===== config.mk =====
export PLATFORM = sky130hd
export DESIGN_NAME = pi_lpf_accelerator
export DESIGN_NICKNAME = d
export VERILOG_FILES = /design/src/shared/pi_lpf_pkg.sv /design/src/shared/calc_if.sv /design/src/core/calc_datapath.sv /design/src/core/pi_lpf_accelerator.sv
export VERILOG_INCLUDE_DIRS = /design/src /design/src/shared
export SDC_FILE = /design/constraint.sdc
export NUM_CORES = 2
export LEC_CHECK = 0
export ABC_AREA = 1
export CORE_UTILIZATION = 47
export CTS_CLUSTER_SIZE = 24
export DETAILED_ROUTE_END_ITERATION = 8
export DONT_BUFFER_PORTS = 1
export PLACE_DENSITY_LB_ADDON = 0.05
export SYNTH_ARGS = -nofsm -noshare
export SYNTH_HDL_FRONTEND = slang
export SYNTH_SLANG_ARGS = --single-unit

===== constraint.sdc =====
create_clock -name i_clock -period 10.98 [get_ports i_clock]
set_input_delay 2.196 -clock i_clock [delete_from_list [all_inputs] [get_ports i_clock]]
set_output_delay 2.196 -clock i_clock [all_outputs]
set_load 0.05 [all_outputs]

===== src/shared/pi_lpf_params.svh =====
// Register map, field positions, reset values and timing counts
`ifndef PI_LPF_PARAMS_SVH
`define PI_LPF_PARAMS_SVH

// Byte addresses in the special function register space
`define ADDR_FILTER_COEF 8'hDD
`define ADDR_FILTER_IN 8'hDE
`define ADDR_FILTER_OUT 8'hE6
`define ADDR_REG_ERROR 8'hEA
`define ADDR_REG_OUTPUT 8'hEC
`define ADDR_PROP_GAIN 8'hEE
`define ADDR_INTEG_GAIN 8'hF2
`define ADDR_OUT_UPPER 8'hF4
`define ADDR_OUT_LOWER 8'hF6
`define ADDR_CTRL 8'hF9

// Word slots of the 16-bit register array
`define SLOT_FILTER_IN 3'h0
`define SLOT_FILTER_OUT 3'h1
`define SLOT_REG_ERROR 3'h2
`define SLOT_REG_OUTPUT 3'h3
`define SLOT_PROP_GAIN 3'h4
`define SLOT_INTEG_GAIN 3'h5
`define SLOT_OUT_UPPER 3'h6
`define SLOT_OUT_LOWER 3'h7

// Control register fields
`define FILTER_START_BIT 0
`define REG_START_BIT 1
`define GAIN_FORMAT_BIT 2

// Reset values
`define RST_WORD 16'h0000
`define RST_COEF 8'h00
`define RST_GAIN_FORMAT 1'b0
`define RST_COUNT 3'h0

// Cycles from the start bit being set to the result register update
`define CALC_CYCLES 3'h4

// Fraction bits of the fixed point formats
`define GAIN_Q12_SHIFT 12
`define GAIN_Q15_SHIFT 15
`define COEF_SHIFT 7

`endif


===== src/shared/pi_lpf_pkg.sv =====
// Types shared by the accelerator modules
package pi_lpf_pkg;
  typedef logic signed [15:0] q15_t;
  typedef logic signed [7:0] coef_t;
  typedef logic [2:0] slot_t;
endpackage


===== src/shared/calc_if.sv =====
// Operand and result bundle between register file and arithmetic datapath
`timescale 1ns/1ps
interface calc_if;
  import pi_lpf_pkg::*;
  q15_t error;
  q15_t error_prev;
  q15_t reg_out;
  q15_t prop_gain;
  q15_t integ_gain;
  q15_t upper;
  q15_t lower;
  logic gain_q15;
  coef_t coef;
  q15_t filt_in;
  q15_t filt_out;
  q15_t reg_result;
  q15_t filt_result;
  modport engine (
    input error, error_prev, reg_out, prop_gain, integ_gain, upper, lower,
    input gain_q15, coef, filt_in, filt_out,
    output reg_result, filt_result
  );
  modport ctrl (
    output error, error_prev, reg_out, prop_gain, integ_gain, upper, lower,
    output gain_q15, coef, filt_in, filt_out,
    input reg_result, filt_result
  );
endinterface


===== src/core/calc_datapath.sv =====
// Two-stage arithmetic for the regulator and the low-pass filter
`timescale 1ns/1ps
`include "pi_lpf_params.svh"
module calc_datapath
  import pi_lpf_pkg::*;
(
  // Clock and reset
  input wire logic i_clock,
  input wire logic i_rstn,
  // Operands and results
  calc_if.engine bus
);

  // Saturate a wide signed value to the 16-bit range
  function automatic q15_t sat16(input logic signed [35:0] v);
    if (v > 36'sh0_0000_7FFF)
      sat16 = 16'sh7FFF;
    else if (v < -36'sh0_0000_8000)
      sat16 = -16'sh8000;
    else
      sat16 = q15_t'(v[15:0]);
  endfunction

  logic signed [16:0] err_delta;
  logic signed [16:0] filt_delta;
  logic signed [33:0] prop_prod_reg;
  logic signed [31:0] integ_prod_reg;
  logic signed [24:0] filt_prod_reg;
  logic signed [34:0] reg_acc;
  logic signed [34:0] reg_scaled;
  logic signed [35:0] reg_full;
  logic signed [24:0] filt_scaled;
  logic signed [35:0] filt_full;
  q15_t reg_result_reg;
  q15_t filt_result_reg;

  assign err_delta = $signed({bus.error[15], bus.error})
    - $signed({bus.error_prev[15], bus.error_prev});
  assign filt_delta = $signed({bus.filt_in[15], bus.filt_in})
    - $signed({bus.filt_out[15], bus.filt_out});

  // Full precision products, registered to split the multiplier path
  always_ff @(posedge i_clock or negedge i_rstn)
  begin
    if (!i_rstn)
    begin
      prop_prod_reg <= '0;
      integ_prod_reg <= '0;
      filt_prod_reg <= '0;
    end
    else
    begin
      prop_prod_reg <= bus.prop_gain * err_delta;
      integ_prod_reg <= bus.integ_gain * bus.error;
      filt_prod_reg <= bus.coef * filt_delta;
    end
  end

  assign reg_acc = $signed({prop_prod_reg[33], prop_prod_reg})
    + $signed({{3{integ_prod_reg[31]}}, integ_prod_reg});
  // Truncating shift: rounds toward minus infinity, cheapest option
  assign reg_scaled = bus.gain_q15 ? (reg_acc >>> `GAIN_Q15_SHIFT)
    : (reg_acc >>> `GAIN_Q12_SHIFT);
  assign reg_full = $signed({{20{bus.reg_out[15]}}, bus.reg_out})
    + $signed({reg_scaled[34], reg_scaled});
  assign filt_scaled = filt_prod_reg >>> `COEF_SHIFT;
  assign filt_full = $signed({{20{bus.filt_out[15]}}, bus.filt_out})
    + $signed({{11{filt_scaled[24]}}, filt_scaled});

  // Upper limit is checked first; with crossed limits, values above upper yield upper, all others lower
  always_ff @(posedge i_clock or negedge i_rstn)
  begin
    if (!i_rstn)
      reg_result_reg <= `RST_WORD;
    else if (reg_full > $signed({{20{bus.upper[15]}}, bus.upper}))
      reg_result_reg <= bus.upper;
    else if (reg_full < $signed({{20{bus.lower[15]}}, bus.lower}))
      reg_result_reg <= bus.lower;
    else
      reg_result_reg <= sat16(reg_full);
  end

  always_ff @(posedge i_clock or negedge i_rstn)
  begin
    if (!i_rstn)
      filt_result_reg <= `RST_WORD;
    else
      filt_result_reg <= sat16(filt_full);
  end

  assign bus.reg_result = reg_result_reg;
  assign bus.filt_result = filt_result_reg;

endmodule


===== src/core/pi_lpf_accelerator.sv =====
// Regulator and low-pass filter accelerator with its byte-wide register file
// Functional notes
// - Output = previous output + Kp*(error - previous error) + Ki*error.
// - Each regulator output is clamped between the upper and lower limits.
// - Regulator output register updates four cycles after its start bit sets.
// - Software sets regulator start at bit 1; hardware clears it when done.
// - Bit 2 picks gain format: 0 means Q12 (default), 1 means Q15.
// - Error, output and limits are always Q15 regardless of gain format.
// - Each calculation keeps its output and error for the next one.
// - Writing output replaces previous output; error becomes previous after start.
// - Error, output, gains and limits are 16-bit signed, reset to zero.
// - Filter output = previous output + coefficient*(input - previous output).
// - Filter output register updates four cycles after its start bit sets.
// - Software sets filter start at bit 0; hardware clears it when done.
// - Filter output feeds the next calculation; software writes replace it.
// - Filter coefficient is 8-bit signed, -128..127 mapping to -1..127/128.
// - Filter input and output are 16-bit signed, reset to zero.
// - All registers live in the special function register space.
`timescale 1ns/1ps
`include "pi_lpf_params.svh"
module pi_lpf_accelerator
  import pi_lpf_pkg::*;
(
  // Clock and reset
  input wire logic i_clock,
  input wire logic i_rstn,
  // Special function register access
  input wire logic [7:0] i_sfr_addr,
  input wire logic i_sfr_wr,
  input wire logic i_sfr_rd,
  input wire logic [7:0] i_sfr_wdata,
  output logic [7:0] o_sfr_rdata,
  output logic o_sfr_hit
);

  // Map a byte address to a 16-bit word slot; bit 3 flags a match
  function automatic logic [3:0] word_decode(input logic [7:0] a);
    logic [7:0] even;
    even = {a[7:1], 1'b0};
    unique case (even)
      `ADDR_FILTER_IN: word_decode = {1'b1, `SLOT_FILTER_IN};
      `ADDR_FILTER_OUT: word_decode = {1'b1, `SLOT_FILTER_OUT};
      `ADDR_REG_ERROR: word_decode = {1'b1, `SLOT_REG_ERROR};
      `ADDR_REG_OUTPUT: word_decode = {1'b1, `SLOT_REG_OUTPUT};
      `ADDR_PROP_GAIN: word_decode = {1'b1, `SLOT_PROP_GAIN};
      `ADDR_INTEG_GAIN: word_decode = {1'b1, `SLOT_INTEG_GAIN};
      `ADDR_OUT_UPPER: word_decode = {1'b1, `SLOT_OUT_UPPER};
      `ADDR_OUT_LOWER: word_decode = {1'b1, `SLOT_OUT_LOWER};
      default: word_decode = 4'h0;
    endcase
  endfunction

  calc_if bus ();

  q15_t word_reg [8];
  q15_t error_prev_reg;
  coef_t coef_reg;
  logic gain_format_reg;
  logic [2:0] count_reg [2];
  logic [1:0] busy;
  logic [1:0] commit;
  logic [1:0] start_set;
  logic [3:0] wr_sel;
  logic [3:0] rd_sel;
  logic word_wr;
  logic coef_wr;
  logic ctrl_wr;
  logic [7:0] rdata_next;
  logic [7:0] rdata_reg;

  assign wr_sel = word_decode(i_sfr_addr);
  assign rd_sel = wr_sel;
  assign word_wr = i_sfr_wr && wr_sel[3];
  assign coef_wr = i_sfr_wr && (i_sfr_addr == `ADDR_FILTER_COEF);
  assign ctrl_wr = i_sfr_wr && (i_sfr_addr == `ADDR_CTRL);
  assign o_sfr_hit = wr_sel[3] || (i_sfr_addr == `ADDR_FILTER_COEF)
    || (i_sfr_addr == `ADDR_CTRL);

  // Start bits: software sets, the sequencer clears after the fixed latency
  generate
    for (genvar g = 0; g < 2; g++)
    begin : g_engine
      assign start_set[g] = ctrl_wr && i_sfr_wdata[g];
      assign busy[g] = (count_reg[g] != `RST_COUNT);
      assign commit[g] = (count_reg[g] == `CALC_CYCLES);
      // A new start in the commit cycle wins and restarts the count
      always_ff @(posedge i_clock or negedge i_rstn)
      begin
        if (!i_rstn)
          count_reg[g] <= `RST_COUNT;
        else if (start_set[g])
          count_reg[g] <= 3'h1;
        else if (commit[g])
          count_reg[g] <= `RST_COUNT;
        else if (busy[g])
          count_reg[g] <= count_reg[g] + 3'h1;
      end
    end
  endgenerate

  // 16-bit registers with byte access and hardware result commit
  always_ff @(posedge i_clock or negedge i_rstn)
  begin
    if (!i_rstn)
    begin
      for (int i = 0; i < 8; i++)
        word_reg[i] <= `RST_WORD;
    end
    else
    begin
      if (commit[`REG_START_BIT])
        word_reg[`SLOT_REG_OUTPUT] <= bus.reg_result;
      if (commit[`FILTER_START_BIT])
        word_reg[`SLOT_FILTER_OUT] <= bus.filt_result;
      // Software write comes last so it overrides a same-cycle commit
      if (word_wr && !i_sfr_addr[0])
        word_reg[wr_sel[2:0]][7:0] <= i_sfr_wdata;
      if (word_wr && i_sfr_addr[0])
        word_reg[wr_sel[2:0]][15:8] <= i_sfr_wdata;
    end
  end

  // Previous error follows each finished regulator calculation only
  always_ff @(posedge i_clock or negedge i_rstn)
  begin
    if (!i_rstn)
      error_prev_reg <= `RST_WORD;
    else if (commit[`REG_START_BIT])
      error_prev_reg <= word_reg[`SLOT_REG_ERROR];
  end

  always_ff @(posedge i_clock or negedge i_rstn)
  begin
    if (!i_rstn)
      coef_reg <= `RST_COEF;
    else if (coef_wr)
      coef_reg <= coef_t'(i_sfr_wdata);
  end

  always_ff @(posedge i_clock or negedge i_rstn)
  begin
    if (!i_rstn)
      gain_format_reg <= `RST_GAIN_FORMAT;
    else if (ctrl_wr)
      gain_format_reg <= i_sfr_wdata[`GAIN_FORMAT_BIT];
  end

  // Operands are read live; writes during a calculation may reach the result
  assign bus.error = word_reg[`SLOT_REG_ERROR];
  assign bus.error_prev = error_prev_reg;
  assign bus.reg_out = word_reg[`SLOT_REG_OUTPUT];
  assign bus.prop_gain = word_reg[`SLOT_PROP_GAIN];
  assign bus.integ_gain = word_reg[`SLOT_INTEG_GAIN];
  assign bus.upper = word_reg[`SLOT_OUT_UPPER];
  assign bus.lower = word_reg[`SLOT_OUT_LOWER];
  assign bus.gain_q15 = gain_format_reg;
  assign bus.coef = coef_reg;
  assign bus.filt_in = word_reg[`SLOT_FILTER_IN];
  assign bus.filt_out = word_reg[`SLOT_FILTER_OUT];

  calc_datapath u_datapath (
    .i_clock (i_clock),
    .i_rstn (i_rstn),
    .bus (bus.engine)
  );

  // Read mux; unmapped addresses and reserved bits return zero
  always_comb
  begin
    rdata_next = 8'h00;
    if (rd_sel[3])
      rdata_next = i_sfr_addr[0] ? word_reg[rd_sel[2:0]][15:8]
        : word_reg[rd_sel[2:0]][7:0];
    else if (i_sfr_addr == `ADDR_FILTER_COEF)
      rdata_next = coef_reg;
    else if (i_sfr_addr == `ADDR_CTRL)
      rdata_next = {5'h00, gain_format_reg, busy};
  end

  always_ff @(posedge i_clock or negedge i_rstn)
  begin
    if (!i_rstn)
      rdata_reg <= 8'h00;
    else if (i_sfr_rd)
      rdata_reg <= rdata_next;
  end

  assign o_sfr_rdata = rdata_reg;
endmodule


---- Word-level counts from Yosys, hierarchy flattened ----
Index checks and enable logic that the tools add are counted.
operators by class
  $add $sub $neg .......................... 7
  multipliers ............................. 3
  magnitude comparators ................... 8
  equal/unequal tests ..................... 12
  mux-type cells .......................... 31
  bitwise gates (word level) .............. 1
  reduce and logical (&&, ||, !) cells .... 15
operators with widths
  cell                    number
  $bwmux W128             2
  $mux W128               2
  $mux W16                11
  $demux W16 S3           2
  $gt A36 B16 Y1 const B  2
  $lt A36 B16 Y1 const B  2
  $eq A7 B7 Y1 const B    8
  $bmux W16 S3            1
  $gt A36 B16 Y1          1
  $lt A36 B16 Y1          1
  $add A33 B32 Y34        1
  $sub A16 B16 Y17        2
  $mul A16 B17 Y33        1
  $mul A16 B16 Y32        1
  $mux W8                 4
  $pmux W4 S8             1
  $mul A8 B17 Y25         1
  $add A16 B23 Y24        1
  $mux W22                1
  $mux W3                 7
  $add A16 B18 Y19        1
  $eq A8 B8 Y1 const B    2
  $reduce_bool A3 Y1      4
  $logic_and A1 B1 Y1     8
  7 further kinds         10
word-level totals
  register bits after elaboration ......... 289
  word-level logic and storage cells ...... 96

---- Depth between registers and ports, before layout ----
  word-level depth ........................ 11
  gate-level depth with buffers ........... 43
  gate-level depth less buffers ........... 42

---- Cells and area by module ----
A second synthesis with hierarchy kept.
second synthesis, totals
  cells, all modules ...................... 5636
  area, all modules ....................... 43736.9 um^2
by module, submodules not included
  module              instances  cells an instance  area an instance (um^2)  sequential area each (um^2)
  calc_datapath       1          4556               35277.6                  2877.8
  pi_lpf_accelerator  1          1080               8459.4                   4179.0

---- Least setup slack after synthesis ----
No wires, ideal clock.
  path type ............................... register to register
  from .................................... register word_reg, in the netlist bus.error[0]
  to ...................................... register u_datapath.prop_prod_reg[29]
  data arrival time ....................... 7326 ps
  required time ........................... 10856 ps
  setup slack ............................. 3530 ps
  cell stages (with the launch flop) ...... 34
  path buffers ............................ 2
  period minus slack after synthesis ...... 7450 ps
  path through ............................ dfrtp_1 -> clkbuf_1 -> inv_1 -> ha_1 -> fa_1 -> nand3b_1 -> nand2_1 -> nand2_1 -> o211ai_1 -> nand3_1 -> nand2_1 -> nand2_1 -> nand2_1 -> clkbuf_1 -> nor2_1 -> fa_1 -> inv_1 -> fa_1 -> inv_1 -> fa_1 -> fa_1 -> fa_1 -> inv_1 -> fa_1 -> inv_1 -> ha_1 -> a21oi_1 -> o21ai_0 -> a21oi_1 -> nand3_1 -> a31o_2 -> nand2_1 -> nand2_1 -> xor2_1
on the way
  word-level cells in the longest chain between the ends .. 2
RTL lines
  item                               RTL line                   RTL
  from (decl)                        pi_lpf_accelerator.sv:55   q15_t word_reg [8];
  from (signal, indexed assignment)  pi_lpf_accelerator.sv:107  word_reg[i] <= `RST_WORD;
  from (signal, indexed assignment)  pi_lpf_accelerator.sv:112  word_reg[`SLOT_REG_OUTPUT] <= bus.reg_result;
  from (signal, indexed assignment)  pi_lpf_accelerator.sv:114  word_reg[`SLOT_FILTER_OUT] <= bus.filt_result;
  $sub A16 B16 Y17                   calc_datapath.sv:38        - $signed({bus.error_prev[15], bus.error_prev});
  $mul A16 B17 Y33                   calc_datapath.sv:53        prop_prod_reg <= bus.prop_gain * err_delta;
  to (signal assigned)               calc_datapath.sv:53
  to (decl)                          calc_datapath.sv:26        logic signed [33:0] prop_prod_reg;
Every way passes these cells.
A chain may end at the register's enable or synchronous reset.

---- Worst setup path after layout ----
  from .................................... register word_reg, in the netlist bus.error[0]
  to ...................................... register u_datapath.prop_prod_reg[23]
Same word-level chain as after synthesis.

==> key figures <==
Outcome
  • Status: finished clean

Setup path
  • Arrival time at the worst endpoint: approximately 9.4 ns
  • R2R Path Start: bus.error[0]$_DFFE_PN0P_
  • RR Endpoint: u_datapath.prop_prod_reg[23]$_DFF_PN0_
  • CP Class: reg2reg
  • Most frequent CP cell: fa_1
  • Critical Path Sink Type: flop
  • CP max FO: 18
  • Critical Path Max Stage Delay: between 0.7 and 0.8 ns
  • R2r setup slk: approximately 2.1 ns
  • Worst path bufs/invs: 5
  • Critical path destination: u_datapath.prop_prod_reg[23]$_DFF_PN0_
  • Setup crit start: bus.error[0]$_DFFE_PN0P_
  • Stages on the worst setup path: 31
  • FF-to-FF path depth: 31
  • CP max stage cell: dfrtp_1
  • CP top delay family: adder cells
  • CP Launch Type: flop
  • Required time worst endpoint: 11.49 ns

STA
  • Worst relative slew slack: between 20% and 30%
  • Fmax achieved: around 0.11 GHz
  • Max-slew violations: 0
  • RSZ-0062 raised after global routing: false
  • Setup Skew: between 0.03 and 0.04 ns
  • Min Tclk post-route: 8.88 ns
  • Period utilization: 80.9%
  • Tightest Pin Transition: 1.10 ns
  • Setup-failing EPs final: 0
  • Hold_ws: ~0.48 ns
  • Final Hold Viols: 0
  • Setup TNS Final: 0 ns

Synth
  • Top_reg_cell synth: dfrtp_1
  • Syn_area_per_cell: about 7.8 um2
  • Syn Nets: between 6,000 and 7,000
  • Top post-synthesis cells by count: inv_1, nand2_1, fa_1, nor2_1, ha_1
  • Synth Register Bits: ~280
  • Seq/Total Area, Yosys: between 10% and 20%
  • Largest cells by area after synthesis: fa_1, dfrtp_1, inv_1
  • EDFF count, synth: 0
  • Largest area contributor in the synthesized netlist: fa_1
  • Share of the synthesized area in the top cell type: 30.1%
  • Post-synth ARST share: 100%
  • Distinct cells, synth: slightly below 50
  • Mapped Cells: between 5,000 and 6,000
  • Mapped cell area: about 43,000 um2
  • Yosys warns: 0

Global routing
  • Grt total ovfl: 0
  • First-pass GRT wire length: ~220 mm
  • GR Util All Layers: between 30% and 40%
  • Initial antenna violation count: 2
  • GRT busiest layer: met2
  • Grt met2 use: a little over half
  • Vias in the first global route: around 36,000
  • Largest net degree at the start of global routing: 283
  • GR met3 Demand/Resource: ~4.1%
  • Grt met1 use: 40.7%

Drt
  • # DRC: 0
  • Count of TritonRoute iterations in the first routing pass: 5
  • Vias per inst: 5.29
  • Aggregate routed wire length: roughly 140 mm
  • DR iter-0 viols: between 2,000 and 3,000
  • Routed via count: 35,300
  • Post-DRT Antenna Nets: 0
  • Wirelength per Cell: 21.1 um

Floorplan
  • FP Rows: 110
  • Core Footprint: slightly above 90,000 um2
  • Die area: approximately 93,000 um2
  • Chip width: between 300 and 400 um
  • Io pins: 29
  • Die height: between 300 and 400 um
  • Initial Utilization: 47.7%

Final layout
  • Sequential cell area: slightly above 7000 um2
  • Max reg flops: 33
  • Final Cell Area: roughly 46,000 um2
  • Fillcell total: between 9,000 and 10,000
  • Final net count: roughly 6,500
  • Area grow syn2layout: 5.58%
  • Proportion of layout cells with a drive suffix above 1: roughly 2.7%
  • Area of the multi-input gates: ~30,000 um2

Place
  • Area after DPL: about 44,000 um2
  • RePlAce Congestion: about 0.97
  • Number of port buffers: 0
  • DP HPWL: 116 mm

Clock tree
  • Clock-pin slew on the worst setup and hold paths: roughly 0.06 ns
  • Worst-Skew Late Latency: slightly below 0.6 ns
  • CTS tree: yes
  • Root Buffer: clkbuf_16
  • CTS sink cnt: around 280
  • Hold_buf cts: 0
  • Post-CTS setup buffer count: 0
  • CTS Buffer Depth: 3
  • Post-CTS sizing: 0
  • Num CTS Buffers: 37
  • CTS H-Tree Depth: 2

Worst hold path
  • Hold crit path type: reg2reg

Job
  • Max-cap violations: 0
-- cell usage in the layout (no fill, tap or decap), types with 4 or more instances in the layout --
master and instances:
nand2_1 1282, buf_4 30, a21oi_1 206, o22ai_1 35, fa_1 649, nor4_1 6
xor2_1 89, a211oi_1 9, a221oi_1 6, or2_2 34, nor2_1 414, nand4_1 41
a21o_1 18, nand3_1 138, nor3_1 39, nand2_2 4, a21boi_0 11, o21bai_1 18
o211ai_1 25, inv_1 1283, ha_1 368, o21ai_0 302, nand3b_1 6, bufinv_16 6
clkbuf_16 37, clkinv_1 8, o21ai_1 10, clkbuf_8 4, o21a_1 14, xnor2_1 60
a31oi_1 15, clkinv_2 8, dfrtp_1 282
-- stage by stage --
stage                     instances  setup slack, ns  util [%]
final                          6678             2.10      50.3
after global routing           6677             1.55      50.3
after CTS                      6677             2.04      50.3
after detailed placement       6609             2.07      48.9
after global placement         6609             2.21      48.9
after floorplan                5558             3.53         -
-- worst min-delay path by stage --
| stage | end | slack (ns) | cells after the start | start |
|---|---|---|---|---|
| 3_5_place_dp | bus.filt_in[0]$_DFFE_PN0P_ | 0.47 | 2 | bus.filt_in[0]$_DFFE_PN0P_ |
| 4_1_cts | bus.filt_in[0]$_DFFE_PN0P_ | 0.49 | 2 | bus.filt_in[0]$_DFFE_PN0P_ |
| 6_report | bus.error_prev[7]$_DFFE_PN0P_ | 0.48 | 2 | bus.error_prev[7]$_DFFE_PN0P_ |
| 5_1_grt | bus.error_prev[5]$_DFFE_PN0P_ | 0.50 | 2 | bus.error_prev[5]$_DFFE_PN0P_ |
| 2_1_floorplan | bus.error_prev[10]$_DFFE_PN0P_ | 0.45 | 2 | bus.error_prev[10]$_DFFE_PN0P_ |
| 3_3_place_gp | bus.error_prev[9]$_DFFE_PN0P_ | 0.47 | 2 | bus.error_prev[9]$_DFFE_PN0P_ |
-- worst register-to-register path, delay by kind of cell (launching register included) --
family                     cells  cell delay (ns)
adders and majority gates      9             4.12
AOI/OAI and AO/OA              9             1.88
and+or+nand+nor                7             1.13
buffers and inverters          5             0.80
DFF                            1             0.72
xor gates and xnor gates       1             0.13
-- metal layers --
layer / share of wire, % / vias up
met5: 0 / -
met1: 42 / 17400
met2: 48 / 1039
met4: 4.0 / 0
li1: - / 16600
met3: 5.8 / 194
-- layout make-up --
type,count,area share [%]
Antenna cell,1,0.00549
Timing Repair Buffer,30,0.494
Inverter,1294,10.7
Clock buffer,44,2.18
Clock inverter,24,0.708
Multi-Input combinational cell,3827,67.3
Sequential cell,282,15.5
Tap cell,1176,3.23
-- cells by family (layout without fill, tap and decap cells) --
| family | Yosys count | in the layout | share of synthesized area (%) |
|---|---|---|---|
| flip-flops | 282 | 282 | 16.3 |
| AND/OR/NAND/NOR | 1973 | 1973 | 18.3 |
| buffers and inverters | 1449 | 1392 | 12.7 |
| multiplexers | 3 | 3 | 0.0695 |
| other | 0 | 1 | 0 |
| adder cells (fa/ha/maj) | 1017 | 1017 | 40.8 |
| XOR/XNOR | 151 | 151 | 3.06 |
| AO/OA/AOI/OAI | 683 | 683 | 8.77 |
Power is left out: the tool's default activity adds up to more than one toggle a clock period on the data nets, which glitch-free logic cannot reach.
